<file path="src/logic/cfs_pkg.sv">
/*
 * Constants shared by the link fault supervisor: register map, field
 * positions, reset values, setting codes and loss timer resolution.
 * Assumes a 100 MHz system clock.
 */
`default_nettype none
package cfs_pkg;
  // ==========================================================
  // Timing
  localparam int CLK_PERIOD_NS    = 10;
  localparam int LOSS_TICK_NS     = 100_000_000;
  localparam int LOSS_TICK_CYCLES = LOSS_TICK_NS / CLK_PERIOD_NS;

  // ==========================================================
  // Setting codes
  localparam logic [13:0] SET_OFF      = 14'h270F;
  localparam logic [13:0] RETRY_MAX    = 14'h000A;
  localparam logic [13:0] INTERVAL_MAX = 14'h270E;
  localparam logic [7:0]  TERM_POS     = 8'h62;
  localparam logic [7:0]  TERM_NEG     = 8'hC6;
  localparam logic [1:0]  MODE_COAST   = 2'h0;
  localparam logic [1:0]  MODE_DECEL   = 2'h1;
  localparam logic [1:0]  MODE_AUTO    = 2'h2;

  // ==========================================================
  // Register map
  localparam logic [7:0] ADDR_RETRY    = 8'h00;
  localparam logic [7:0] ADDR_INTERVAL = 8'h04;
  localparam logic [7:0] ADDR_CONFIG   = 8'h08;
  localparam logic [7:0] ADDR_GROUP    = 8'h0C;
  localparam logic [7:0] ADDR_STATUS   = 8'h10;
  localparam logic [7:0] ADDR_MASK     = 8'h14;
  localparam logic [7:0] ADDR_STATE    = 8'h18;

  localparam int CFG_MODE_LSB  = 0;
  localparam int CFG_PROTO_BIT = 4;
  localparam int CFG_TERM_LSB  = 8;

  localparam logic [13:0] RETRY_RST    = 14'h0001;
  localparam logic [13:0] INTERVAL_RST = 14'h0000;
  localparam logic [1:0]  MODE_RST     = 2'h0;
  localparam logic [7:0]  TERM_RST     = 8'h00;

  localparam int EV_RETRY   = 0;
  localparam int EV_LOSS    = 1;
  localparam int EV_RXERR   = 2;
  localparam int EV_RESTART = 3;
  localparam int EV_W       = 4;

  typedef enum logic [2:0] {
    ST_NORMAL, ST_COAST, ST_DECEL, ST_HELD, ST_AUTO_DECEL, ST_AUTO_WAIT
  } cfs_state_t;
endpackage
`default_nettype wire

</file>
<file path="src/logic/cfs_supervisor.sv">
/*
 * Serial link fault supervisor of a motor drive: receive error retry
 * counting, signal-loss timer, stop mode sequencing, alarm terminal,
 * registers and interrupt.
 * Assumes frame and error strobes from the receiver, synchronous inputs.
 */
// Function
// Consecutive errors over limit trip the drive
// Limit 9999: alarm only, never trip
// Alarm terminal: code 98 high, 198 low
// Retry counting only with computer link protocol
// Signal loss raises fault and trips
// Interval 9999 disables loss detection
// Interval 0 faults on entering link mode
// Loss timeout equals configured interval
// Master sends a frame every interval
// Any received frame clears loss counter
// Loss checking starts at first frame
// Settings writable if group zero or option
// Stop modes: coast, decel, decel with restart
// Restart uses commands from before fault
// Clearing during deceleration accelerates again
// History recorded only with fault output
// Good frame clears error count
// Fault held until drive reset
`default_nettype none
`timescale 1ns/100ps
module cfs_supervisor #(
  parameter int TICK_CYCLES = cfs_pkg::LOSS_TICK_CYCLES
) (
  input  wire logic        clock,            // 100 MHz clock
  input  wire logic        rst_n,            // Async reset, active low
  input  wire logic [7:0]  addr,             // Register byte address
  input  wire logic [31:0] wdata,            // Write data
  input  wire logic        wr_en,            // Write strobe
  input  wire logic        rd_en,            // Read strobe
  output logic      [31:0] rdata,            // Read data, cycle after rd_en
  input  wire logic        frame_ok,         // Frame received without error
  input  wire logic        rx_error,         // Frame received with error
  input  wire logic        link_cmd_mode,    // Link is valid command source
  input  wire logic        option_connected, // Communication option present
  input  wire logic        motor_stopped,    // Deceleration finished
  input  wire logic        drive_reset,      // Drive reset pulse
  input  wire logic        run_cmd_in,       // Run command from host
  input  wire logic [15:0] speed_cmd_in,     // Speed command from host
  output logic             link_fault_trip,  // Fault indication
  output logic             fault_output,     // Fault output signal
  output logic             coast_cmd,        // Coast the motor
  output logic             decel_cmd,        // Decelerate and hold stopped
  output logic             run_cmd_out,      // Run command to motor control
  output logic      [15:0] speed_cmd_out,    // Speed command to motor control
  output logic             history_write,    // Store fault in history
  output logic             history_temp,     // Temporary fault display
  output logic             link_error_alarm, // Alarm terminal level
  output logic             irq               // Interrupt, active high
);
  // ==========================================================
  // Settings
  localparam int EV_W = cfs_pkg::EV_W;
  logic [13:0] retry_limit_setting;
  logic [13:0] loss_check_interval;
  logic [1:0]  fault_stop_mode_select;
  logic        protocol_select;
  logic [7:0]  output_terminal_function;
  logic        user_group_read_select;
  logic [EV_W-1:0] status, mask;
  logic        set_ok, wr_retry, wr_intv, wr_cfg;
  assign set_ok   = !user_group_read_select || option_connected;
  assign wr_retry = wr_en && addr == cfs_pkg::ADDR_RETRY && set_ok;
  assign wr_intv  = wr_en && addr == cfs_pkg::ADDR_INTERVAL && set_ok;
  assign wr_cfg   = wr_en && addr == cfs_pkg::ADDR_CONFIG && set_ok;

  always_ff @(posedge clock or negedge rst_n) begin
    if (!rst_n) begin
      retry_limit_setting      <= cfs_pkg::RETRY_RST;
      loss_check_interval      <= cfs_pkg::INTERVAL_RST;
      fault_stop_mode_select   <= cfs_pkg::MODE_RST;
      protocol_select          <= 1'b0;
      output_terminal_function <= cfs_pkg::TERM_RST;
      user_group_read_select   <= 1'b0;
      mask                     <= '0;
    end else begin
      if (wr_retry && (wdata[13:0] <= cfs_pkg::RETRY_MAX ||
                       wdata[13:0] == cfs_pkg::SET_OFF)) begin
        retry_limit_setting <= wdata[13:0];
      end
      if (wr_intv && (wdata[13:0] <= cfs_pkg::INTERVAL_MAX ||
                      wdata[13:0] == cfs_pkg::SET_OFF)) begin
        loss_check_interval <= wdata[13:0];
      end
      if (wr_cfg) begin
        fault_stop_mode_select   <= wdata[cfs_pkg::CFG_MODE_LSB +: 2];
        protocol_select          <= wdata[cfs_pkg::CFG_PROTO_BIT];
        output_terminal_function <= wdata[cfs_pkg::CFG_TERM_LSB +: 8];
      end
      if (wr_en && addr == cfs_pkg::ADDR_GROUP) begin
        user_group_read_select <= wdata[0];
      end
      if (wr_en && addr == cfs_pkg::ADDR_MASK) begin
        mask <= wdata[EV_W-1:0];
      end
    end
  end
  // ==========================================================
  // Retry counting and alarm
  logic [3:0] err_count;
  logic       proto_link, retry_off, retry_event, alarm_level;
  assign proto_link  = !protocol_select;
  assign retry_off   = retry_limit_setting == cfs_pkg::SET_OFF;
  assign retry_event = rx_error && proto_link && !retry_off &&
                       {10'h0, err_count} >= retry_limit_setting;
  always_ff @(posedge clock or negedge rst_n) begin
    if (!rst_n) begin
      err_count <= 4'h0;
    end else if (drive_reset || frame_ok || !proto_link) begin
      err_count <= 4'h0;
    end else if (rx_error && err_count != 4'hF) begin
      err_count <= err_count + 4'h1;
    end
  end
  always_ff @(posedge clock or negedge rst_n) begin
    if (!rst_n) begin
      alarm_level <= 1'b0;
    end else if (rx_error && proto_link && retry_off) begin
      alarm_level <= 1'b1;
    end else if (frame_ok || drive_reset) begin
      alarm_level <= 1'b0;
    end
  end
  always_ff @(posedge clock or negedge rst_n) begin
    if (!rst_n) begin
      link_error_alarm <= 1'b0;
    end else begin
      link_error_alarm <= (output_terminal_function == cfs_pkg::TERM_POS && alarm_level) ||
                          (output_terminal_function == cfs_pkg::TERM_NEG && !alarm_level);
    end
  end
  // ==========================================================
  // Signal-loss timer, counted in 0.1 s ticks
  logic        tick, frame_seen, loss_armed, loss_off, loss_event;
  logic [13:0] loss_cnt;
  assign frame_seen = frame_ok || rx_error;
  assign loss_off   = loss_check_interval == cfs_pkg::SET_OFF;
  assign loss_event = link_cmd_mode && !loss_off &&
                      (loss_check_interval == 14'h0 ||
                       (loss_armed && loss_cnt >= loss_check_interval));
  cfs_tick_div #(
    .TICK_CYCLES (TICK_CYCLES)
  ) u_tick (
    .clock   (clock),
    .rst_n   (rst_n),
    .restart (frame_seen),
    .tick    (tick)
  );
  always_ff @(posedge clock or negedge rst_n) begin
    if (!rst_n) begin
      loss_armed <= 1'b0;
      loss_cnt   <= 14'h0;
    end else if (!link_cmd_mode || drive_reset) begin
      loss_armed <= 1'b0;
      loss_cnt   <= 14'h0;
    end else if (frame_seen) begin
      loss_armed <= 1'b1;
      loss_cnt   <= 14'h0;
    end else if (loss_armed && tick && loss_cnt != cfs_pkg::SET_OFF) begin
      loss_cnt <= loss_cnt + 14'h1;
    end
  end

  // ==========================================================
  // Stop mode sequencing
  cfs_pkg::cfs_state_t state, next_state;
  logic        fault_event, saved_run;
  logic [15:0] saved_speed;
  assign fault_event = retry_event || loss_event;
  always_comb begin
    next_state = state;
    case (state)
      cfs_pkg::ST_NORMAL: begin
        if (fault_event) begin
          case (fault_stop_mode_select)
            cfs_pkg::MODE_DECEL: next_state = cfs_pkg::ST_DECEL;
            cfs_pkg::MODE_AUTO:  next_state = cfs_pkg::ST_AUTO_DECEL;
            default:             next_state = cfs_pkg::ST_COAST;
          endcase
        end
      end
      cfs_pkg::ST_DECEL: begin
        if (motor_stopped) begin
          next_state = cfs_pkg::ST_HELD;
        end
      end
      cfs_pkg::ST_AUTO_DECEL: begin
        if (frame_ok) begin
          next_state = cfs_pkg::ST_NORMAL;
        end else if (motor_stopped) begin
          next_state = cfs_pkg::ST_AUTO_WAIT;
        end
      end
      cfs_pkg::ST_AUTO_WAIT: begin
        if (frame_ok) begin
          next_state = cfs_pkg::ST_NORMAL;
        end
      end
      cfs_pkg::ST_COAST, cfs_pkg::ST_HELD: next_state = state;
      default: next_state = cfs_pkg::ST_NORMAL;
    endcase
    if (drive_reset) begin
      next_state = cfs_pkg::ST_NORMAL;
    end
  end
  always_ff @(posedge clock or negedge rst_n) begin
    if (!rst_n) begin
      state <= cfs_pkg::ST_NORMAL;
    end else begin
      state <= next_state;
    end
  end
  // Commands are frozen while faulted, so a restart resumes them
  always_ff @(posedge clock or negedge rst_n) begin
    if (!rst_n) begin
      saved_run   <= 1'b0;
      saved_speed <= 16'h0;
    end else if (state == cfs_pkg::ST_NORMAL && next_state == cfs_pkg::ST_NORMAL) begin
      saved_run   <= run_cmd_in;
      saved_speed <= speed_cmd_in;
    end
  end
  always_ff @(posedge clock or negedge rst_n) begin
    if (!rst_n) begin
      link_fault_trip <= 1'b0;
      fault_output    <= 1'b0;
      coast_cmd       <= 1'b0;
      decel_cmd       <= 1'b0;
      run_cmd_out     <= 1'b0;
      speed_cmd_out   <= 16'h0;
      history_write   <= 1'b0;
      history_temp    <= 1'b0;
    end else begin
      link_fault_trip <= state == cfs_pkg::ST_COAST || state == cfs_pkg::ST_HELD ||
                         state == cfs_pkg::ST_AUTO_WAIT;
      fault_output    <= state == cfs_pkg::ST_COAST || state == cfs_pkg::ST_HELD;
      coast_cmd       <= state == cfs_pkg::ST_COAST;
      decel_cmd       <= state == cfs_pkg::ST_DECEL || state == cfs_pkg::ST_HELD ||
                         state == cfs_pkg::ST_AUTO_DECEL || state == cfs_pkg::ST_AUTO_WAIT;
      run_cmd_out     <= state == cfs_pkg::ST_NORMAL && saved_run;
      speed_cmd_out   <= state == cfs_pkg::ST_NORMAL ? saved_speed : 16'h0;
      history_write   <= (state == cfs_pkg::ST_COAST || state == cfs_pkg::ST_HELD) &&
                         !fault_output;
      history_temp    <= state == cfs_pkg::ST_AUTO_WAIT;
    end
  end
  // ==========================================================
  // Status, interrupt and read port
  logic [EV_W-1:0] ev;
  always_comb begin
    ev = '0;
    ev[cfs_pkg::EV_RETRY]   = state == cfs_pkg::ST_NORMAL && retry_event;
    ev[cfs_pkg::EV_LOSS]    = state == cfs_pkg::ST_NORMAL && loss_event;
    ev[cfs_pkg::EV_RXERR]   = rx_error;
    ev[cfs_pkg::EV_RESTART] = (state == cfs_pkg::ST_AUTO_DECEL ||
                               state == cfs_pkg::ST_AUTO_WAIT) &&
                              next_state == cfs_pkg::ST_NORMAL;
  end
  always_ff @(posedge clock or negedge rst_n) begin
    if (!rst_n) begin
      status <= '0;
      irq    <= 1'b0;
    end else begin
      if (wr_en && addr == cfs_pkg::ADDR_STATUS) begin
        status <= (status & ~wdata[EV_W-1:0]) | ev;
      end else begin
        status <= status | ev;
      end
      irq <= |(status & mask);
    end
  end
  always_ff @(posedge clock or negedge rst_n) begin
    if (!rst_n) begin
      rdata <= 32'h0;
    end else if (rd_en) begin
      case (addr)
        cfs_pkg::ADDR_RETRY:    rdata <= {18'h0, retry_limit_setting};
        cfs_pkg::ADDR_INTERVAL: rdata <= {18'h0, loss_check_interval};
        cfs_pkg::ADDR_CONFIG:   rdata <= {16'h0, output_terminal_function, 3'h0,
                                          protocol_select, 2'h0, fault_stop_mode_select};
        cfs_pkg::ADDR_GROUP:    rdata <= {31'h0, user_group_read_select};
        cfs_pkg::ADDR_STATUS:   rdata <= {28'h0, status};
        cfs_pkg::ADDR_MASK:     rdata <= {28'h0, mask};
        cfs_pkg::ADDR_STATE:    rdata <= {loss_cnt, 4'h0, err_count, 5'h0, loss_armed,
                                          alarm_level, 3'(state)};
        default:                rdata <= 32'h0;
      endcase
    end else begin
      rdata <= 32'h0;
    end
  end
endmodule
`default_nettype wire

</file>
<file path="src/logic/cfs_tick_div.sv">
/*
 * Divider giving a one-cycle enable pulse every TICK_CYCLES clocks.
 * Assumes a single free-running clock; restart clears the phase.
 */
`default_nettype none
`timescale 1ns/100ps
module cfs_tick_div #(
  parameter int TICK_CYCLES = cfs_pkg::LOSS_TICK_CYCLES
) (
  input  wire logic clock,   // System clock
  input  wire logic rst_n,   // Async reset, active low
  input  wire logic restart, // Restart the period
  output logic      tick     // One-cycle enable
);
  if (TICK_CYCLES < 2) begin : g_chk
    $error("TICK_CYCLES must be at least 2");
  end

  logic [31:0] count;

  always_ff @(posedge clock or negedge rst_n) begin
    if (!rst_n) begin
      count <= 32'h0;
      tick  <= 1'b0;
    end else if (restart || count == 32'(TICK_CYCLES - 1)) begin
      count <= 32'h0;
      tick  <= !restart;
    end else begin
      count <= count + 32'h1;
      tick  <= 1'b0;
    end
  end
endmodule
`default_nettype wire

</file>
<file path="config.mk">
export PLATFORM = sky130hd
export DESIGN_NAME = cfs_supervisor
export DESIGN_NICKNAME = d
export VERILOG_FILES = /design/src/logic/cfs_pkg.sv /design/src/logic/cfs_supervisor.sv /design/src/logic/cfs_tick_div.sv
export SDC_FILE = /design/constraint.sdc
export NUM_CORES = 1
export LEC_CHECK = 0
export BUFFER_PORTS_ARGS = -buffer_cell sky130_fd_sc_hd__buf_2
export CAP_MARGIN = 20
export CORE_ASPECT_RATIO = 0.9
export CORE_MARGIN = 3
export CORE_UTILIZATION = 51
export DETAILED_ROUTE_END_ITERATION = 10
export PLACE_DENSITY = 0.77
export RECOVER_POWER = 50
export SYNTH_ARGS = -nofsm -noshare
export SYNTH_HDL_FRONTEND = slang
export SYNTH_SLANG_ARGS = --single-unit
</file>
<file path="constraint.sdc">
create_clock -name clock -period 2.4 [get_ports clock]
set_input_delay 0.12 -clock clock [delete_from_list [all_inputs] [get_ports clock]]
set_output_delay 0.12 -clock clock [all_outputs]
set_load 0.02 [all_outputs]
</file>
# Word level (Yosys, flattened, before mapping)
# Cells that the tools add are included.
[totals]
out_inout_bits = 57
in_bits = 67
ff_bits = 178
[classes]
n_addsub = 3
n_reduce_logical = 64
mux = 23
bitwise = 5
order_cmp = 4
eq_ne = 21
[ops]
columns = ["operator", "n"]
rows = [
  ["32-bit case mux with 7 select lines", 1],
  ["32-bit two-way mux", 2],
  ["14-bit == test, second input constant", 3],
  ["14-bit two-way mux", 3],
  ["32-bit by 1-bit adder with 32-bit output, second input constant", 1],
  ["32-bit by 24-bit == test with 1-bit output, second input constant", 1],
  ["1-bit logical AND", 29],
  ["8-bit by 5-bit == test with 1-bit output, second input constant", 3],
  ["3-bit two-way mux", 6],
  ["1-bit logical OR", 17],
  ["8-bit by 4-bit == test with 1-bit output, second input constant", 2],
  ["16-bit two-way mux", 1],
  ["3-bit case mux with 5 select lines", 1],
  ["14-bit by 1-bit adder with 14-bit output, second input constant", 1],
  ["14-bit >= comparator", 1],
  ["4-bit by 14-bit >= comparator with 1-bit output", 1],
  ["14-bit less-or-equal comparator, second input constant", 1],
  ["14-bit by 4-bit less-or-equal comparator with 1-bit output, second input constant", 1],
  ["14-bit logical NOT", 1],
  ["14-bit != test, second input constant", 1],
  ["4-bit two-way mux", 3],
  ["4-bit bitwise AND", 2],
  ["8-bit by 3-bit == test with 1-bit output, second input constant", 1],
  ["8-bit by 7-bit == test with 1-bit output, second input constant", 1],
  ["19 further kinds", 36],
]

# Longest topological paths before layout
[depth]
depth_word = 12
ltp_mapped = 9
mapped_depth_nobuf = 8

# Hierarchy
# From an unflattened synthesis, not the netlist that was laid out.
[unflattened]
hier_cells = 741
hier_area_um2 = 8420.6
[modules_own_cells]
columns = ["mod", "n_inst", "cells_per_inst", "area_per_inst_um2"]
rows = [
  ["cfs_supervisor", 1, 565, 6561.3],
  ["cfs_tick_div", 1, 176, 1859.3],
]

# Worst setup path before layout
# OpenSTA, ideal clock, no wires.
[synth_timing]
kind = "register to register"
start = "register loss_cnt[0]"
end = "register saved_speed[10]"
period_less_slack_ns = 2.511
n_path_buf = 1
t_arrival_ns = 2.385
setup_ns = 0.125
path_stages_with_launch = 10
setup_slack_ns = -0.111
required_time_ns = 2.275
cell_sequence = "dfrtp_1 inv_1 ha_1 nand2b_1 a2111oi_0 nor4_1 o311a_4 a21boi_4 buf_12 mux2_4"
[synth_via]
elab_chain_len = 10
[synth_rtl]
columns = ["item", "line_no", "text"]
rows = [
  ["start: declaration", "cfs_supervisor.sv:141", "logic [13:0] loss_cnt;"],
  ["start signal: assignment", "cfs_supervisor.sv:166", "loss_cnt <= loss_cnt + 14'h1;"],
  ["14-bit >= comparator", "cfs_supervisor.sv:146", "(loss_armed && loss_cnt >= loss_check_interval));"],
  ["1-bit logical AND", "cfs_supervisor.sv:146", ""],
  ["1-bit logical OR", "cfs_supervisor.sv:145", "(loss_check_interval == 14'h0 ||"],
  ["1-bit logical AND", "cfs_supervisor.sv:144", "assign loss_event = link_cmd_mode && !loss_off &&"],
  ["1-bit logical OR", "cfs_supervisor.sv:175", "assign fault_event = retry_event || loss_event;"],
  ["3-bit two-way mux", "cfs_supervisor.sv:180", "if (fault_event) begin"],
  ["3-bit case mux with 5 select lines", "cfs_supervisor.sv:178", "case (state)"],
  ["3-bit two-way mux", "cfs_supervisor.sv:208", "if (drive_reset) begin"],
  ["3-bit logical NOT", "cfs_supervisor.sv:224", "end else if (state == cfs_pkg::ST_NORMAL && next_state == cfs_pkg::ST_NORMAL) begin"],
  ["1-bit logical AND", "cfs_supervisor.sv:224", ""],
  ["end signal: assignment", "cfs_supervisor.sv:226", "saved_speed <= speed_cmd_in;"],
  ["end: declaration", "cfs_supervisor.sv:174", "logic [15:0] saved_speed;"],
]
# Every way passes these cells.
# A chain may end at the register's enable or synchronous reset.

# Final worst setup path
[layout_timing]
start = "register loss_check_interval[0]"
end = "register saved_speed[8]"
[layout_via]
elab_chain_len = 10
word_cells_on_any_way = 14
[layout_rtl]
columns = ["item", "line_no", "text"]
rows = [
  ["start: declaration", "cfs_supervisor.sv:61", "logic [13:0] loss_check_interval;"],
  ["start signal: assignment", "cfs_supervisor.sv:76", "loss_check_interval <= cfs_pkg::INTERVAL_RST;"],
  ["start signal: assignment", "cfs_supervisor.sv:89", "loss_check_interval <= wdata[13:0];"],
  ["14-bit >= comparator / 14-bit == test (equally long branches)", "cfs_supervisor.sv:146, cfs_supervisor.sv:143", ""],
  ["1-bit logical AND / 1-bit logical NOT (equally long branches)", "cfs_supervisor.sv:146, cfs_supervisor.sv:144", ""],
  ["1-bit logical OR / 1-bit logical AND (equally long branches)", "cfs_supervisor.sv:145, cfs_supervisor.sv:144", ""],
  ["1-bit logical AND *", "cfs_supervisor.sv:144", ""],
  ["1-bit logical OR *", "cfs_supervisor.sv:175", ""],
  ["3-bit two-way mux *", "cfs_supervisor.sv:180", ""],
  ["3-bit case mux with 5 select lines *", "cfs_supervisor.sv:178", ""],
  ["3-bit two-way mux *", "cfs_supervisor.sv:208", ""],
  ["3-bit logical NOT *", "cfs_supervisor.sv:224", ""],
  ["1-bit logical AND *", "cfs_supervisor.sv:224", ""],
]
# Mark *: on every way between the ends. The rest lies on a longest branch, timed or not.

==> out/results.txt <==
outcome: finished, violations left
failing checks: capacitance limit, slew limit, setup timing
total grt overflow: 0
critical path buffer and inverter count: 2
Die X: 138 microns
Crit-path slowest cell: dfrtp_1
Max Slew Vio Count: 68
hold path start: wdata[10]
Core Box Area: 15,000 sq um
Req. time, crit path: 2.72 ns
vias in the first global route: 6,631
Clock Latency Late Sink: 0.43 ns
final worst-path setup slack: -0.0353 ns
RD Place Congestion: 0.931
NumNets Final: 1,019
Routed WL per cell: 17.5 microns
worst r2r src: loss_check_interval[0]$_DFFE_PN0P_
cell area after synthesis: 8010 sq um
register-to-register setup slack: -0.04 ns
Rows: 42
peak supply drop: 0.505 mV
WL final: 20,000 microns
Root Driver: clkbuf_16
met2 usage: 0.394
# port buffers: 105
num ports: 124
diode count: 0
CTS clk-pin slew, worst paths: 0.07 ns
largest net degree at the start of global routing: 69
synthesis-stage register bit count: 176
clk buf depth: 2
top cell type by total area after synthesis: dfrtp_1
total number of vias: 6,364
total power per unit cell area: 610 nW/um^2
critical path arrival: 2.75 ns
share of layout cells above drive strength 1: 0.239
crit-path max cell delay: 0.38 ns
Synth top area share: 0.546
CTS tree: yes
number of vias per cell: 5.59
number of synthesized flops with an enable pin: 0
GR Util All Layers: 0.236
synth unique cells: 59
CTS Buf Count: 17
RR Endpoint: saved_speed[8]$_DFFE_PN0P_
worst clock skew: 0.0111 ns
max_cap viols: 1
first-pass GRT wire length: 33,000 microns
Setup CP Type: flip-flop to flip-flop
Critical Path End Type: flip-flop
Routed Antenna Nets: 0
H-tree Lvls: 4
Synth top cells by count: 175 x dfrtp_1, 80 x nor2_1, 63 x nand2_1
worst path cell trace: ha_1 -> nand2b_4 -> a2111oi_4 -> nor4_2 -> o311a_4 -> a21boi_4 -> buf_6 -> buf_16 -> mux2_4
Worst-Margin Slew: 1.71 ns
Avg Cell Area, Syn: 10.8 sq um
Hold Path Sink: loss_check_interval[10]$_DFFE_PN0P_
GRT met3 Usage: 0.0645
Area Overhead vs Synth: 25.7%
met1 usage: 0.301
fmax: 411 MHz
die height: 125 microns
fin crit period: 2.44 ns
count leader, synth: dfrtp_1
leak pwr: 4.76 nW
clk sinks: 176
Hold WC Path Type: input pin to flip-flop
critical path startpoint category: flip-flop
Async S/R FF share, synth: 1.00
Worst Hold Depth: 3
pre-CTS worst setup slack: -0.0732 ns
Top FF cell, synth: dfrtp_1
global routing's busiest layer: met2
Syn. warnings: 0
Detail Placement HPWL: 13,500 microns
RSZ-0062 raised after global routing: true
Largest delay share family, worst path: compound AO/OA/AOI/OAI gates
full die area: 17,300 sq um
crit path max fanout: 8
final setup fails: 8
Max transition margin: -0.142
initial antenna violation count: 1
R2R depth: 9
Final Hold Fails: 0
hold slack: 0.0228 ns
DRT Pass-1 Iters: 5
Post-Syn Instances: 740
sequential element share of the synthesized area: 0.550
initial core utilization: 0.533
ratio of final minimum period to clock period: 1.01
synth top area cells: dfrtp_1 55%, nor2_1 3.7%, mux2_2 3.7%
Iter 0 DRT Violations: 511
number of remaining DRC errors: 0
==> worst max path at each step <==
stage,start,cells past startpoint,end,slack [ns]
global route,loss_check_interval[0]$_DFFE_PN0P_,9,saved_speed[8]$_DFFE_PN0P_,-0.13
finish,loss_check_interval[0]$_DFFE_PN0P_,9,saved_speed[8]$_DFFE_PN0P_,-0.04
CTS,loss_check_interval[2]$_DFFE_PN0P_,10,saved_speed[3]$_DFFE_PN0P_,0.003
floorplan,loss_cnt[0]$_DFFE_PN0P_,9,saved_speed[10]$_DFFE_PN0P_,-0.1
global placement,loss_check_interval[0]$_DFFE_PN0P_,8,saved_speed[3]$_DFFE_PN0P_,0.008
detailed placement,loss_check_interval[2]$_DFFE_PN0P_,9,saved_speed[3]$_DFFE_PN0P_,-0.07
==> kinds of logic (layout without fill, tap and decap cells) <==
group,after synthesis,in the layout,synth area share
AOI/OAI and AO/OA,100,100,0.0877
xor gates and xnor gates,43,43,0.0470
adders and majority gates,23,23,0.0359
buffers and inverters,61,260,0.0337
DFF,176,176,0.550
muxes,36,36,0.0553
other,1,2,0.000468
and+or+nand+nor,300,300,0.190
==> worst min-delay path, delay by kind of cell <==
family                 cells  cell delay (ns)
and+or+nand+nor            1             0.06
AOI/OAI and AO/OA          1             0.08
buffers and inverters      1             0.15
==> power breakdown <==
| group | internal, mW | leakage [nW] | total [mW] | switching, mW |
|---|---|---|---|---|
| registers | 3.03 | 2.27 | 3.07 | 0.0386 |
| clock network | 1.52 | 0.281 | 2.68 | 1.17 |
| logic | 0.166 | 2.21 | 0.394 | 0.229 |
| total | 4.71 | 4.76 | 6.15 | 1.44 |
==> flip-flops by register name, summed over array words and instances (netlist names), 8 cells and up <==
register,count
rdata,30
loss_cnt,14
retry_limit_setting,14
output_terminal_function,8
loss_check_interval,14
speed_cmd_out,16
u_tick.count,32
saved_speed,16
==> layout by cell type (no fill, tap or decap), types with 21 or more instances in the layout <==
cell type      synthesis  routed
dfrtp_1              175     175
nor2_1                80      80
buf_2                  6      75
nand2_1               63      63
buf_4                  4      56
inv_1                 33      33
clkbuf_1              15      32
dlygate4sd3_1          0      29
nand3_1               29      28
mux2_2                26      26
and2_1                23      23
xor2_1                22      22
o21ai_0               23      22
xnor2_1               21      21
==> per-stage QoR <==
step,total power [mW],utilization,instances,TNS [ns],instance area (sq um)
after floorplan,3.26,-,741,-0.988,8040
after global placement,3.46,0.609,1074,0,9160
after detailed placement,3.47,0.609,1074,-0.735,9160
after CTS,6.19,0.674,1137,0,10100
after global routing,6.36,0.670,1138,-3.29,10100
final,6.15,0.670,1138,-0.223,10100
==> area by class of cell <==
class / count / area [sq um]
fill: 1153 / 4960
sequential: 176 / 4410
multi-input combinational: 504 / 3450
timing repair buffer: 197 / 1280
clock buffer: 20 / 467
tap: 198 / 248
inverter: 33 / 124
clock inverter: 10 / 103
==> timing repair <==
item,CTS,global route
pin swaps,2,0
cloned,1,0
endpoints found under the hold margin,96,0
hold buffers,29,0
setup buffers,3,2
gates resized for setup,14,2
setup endpoints to repair,17,17
==> metal layers <==
metal	wire length (microns)	up-vias
met4	391	2
li1	-	2969
met1	8320	3081
met5	11	-
met2	9740	271
met3	1510	41
No activity file was read; power rests on OpenSTA's default activity.
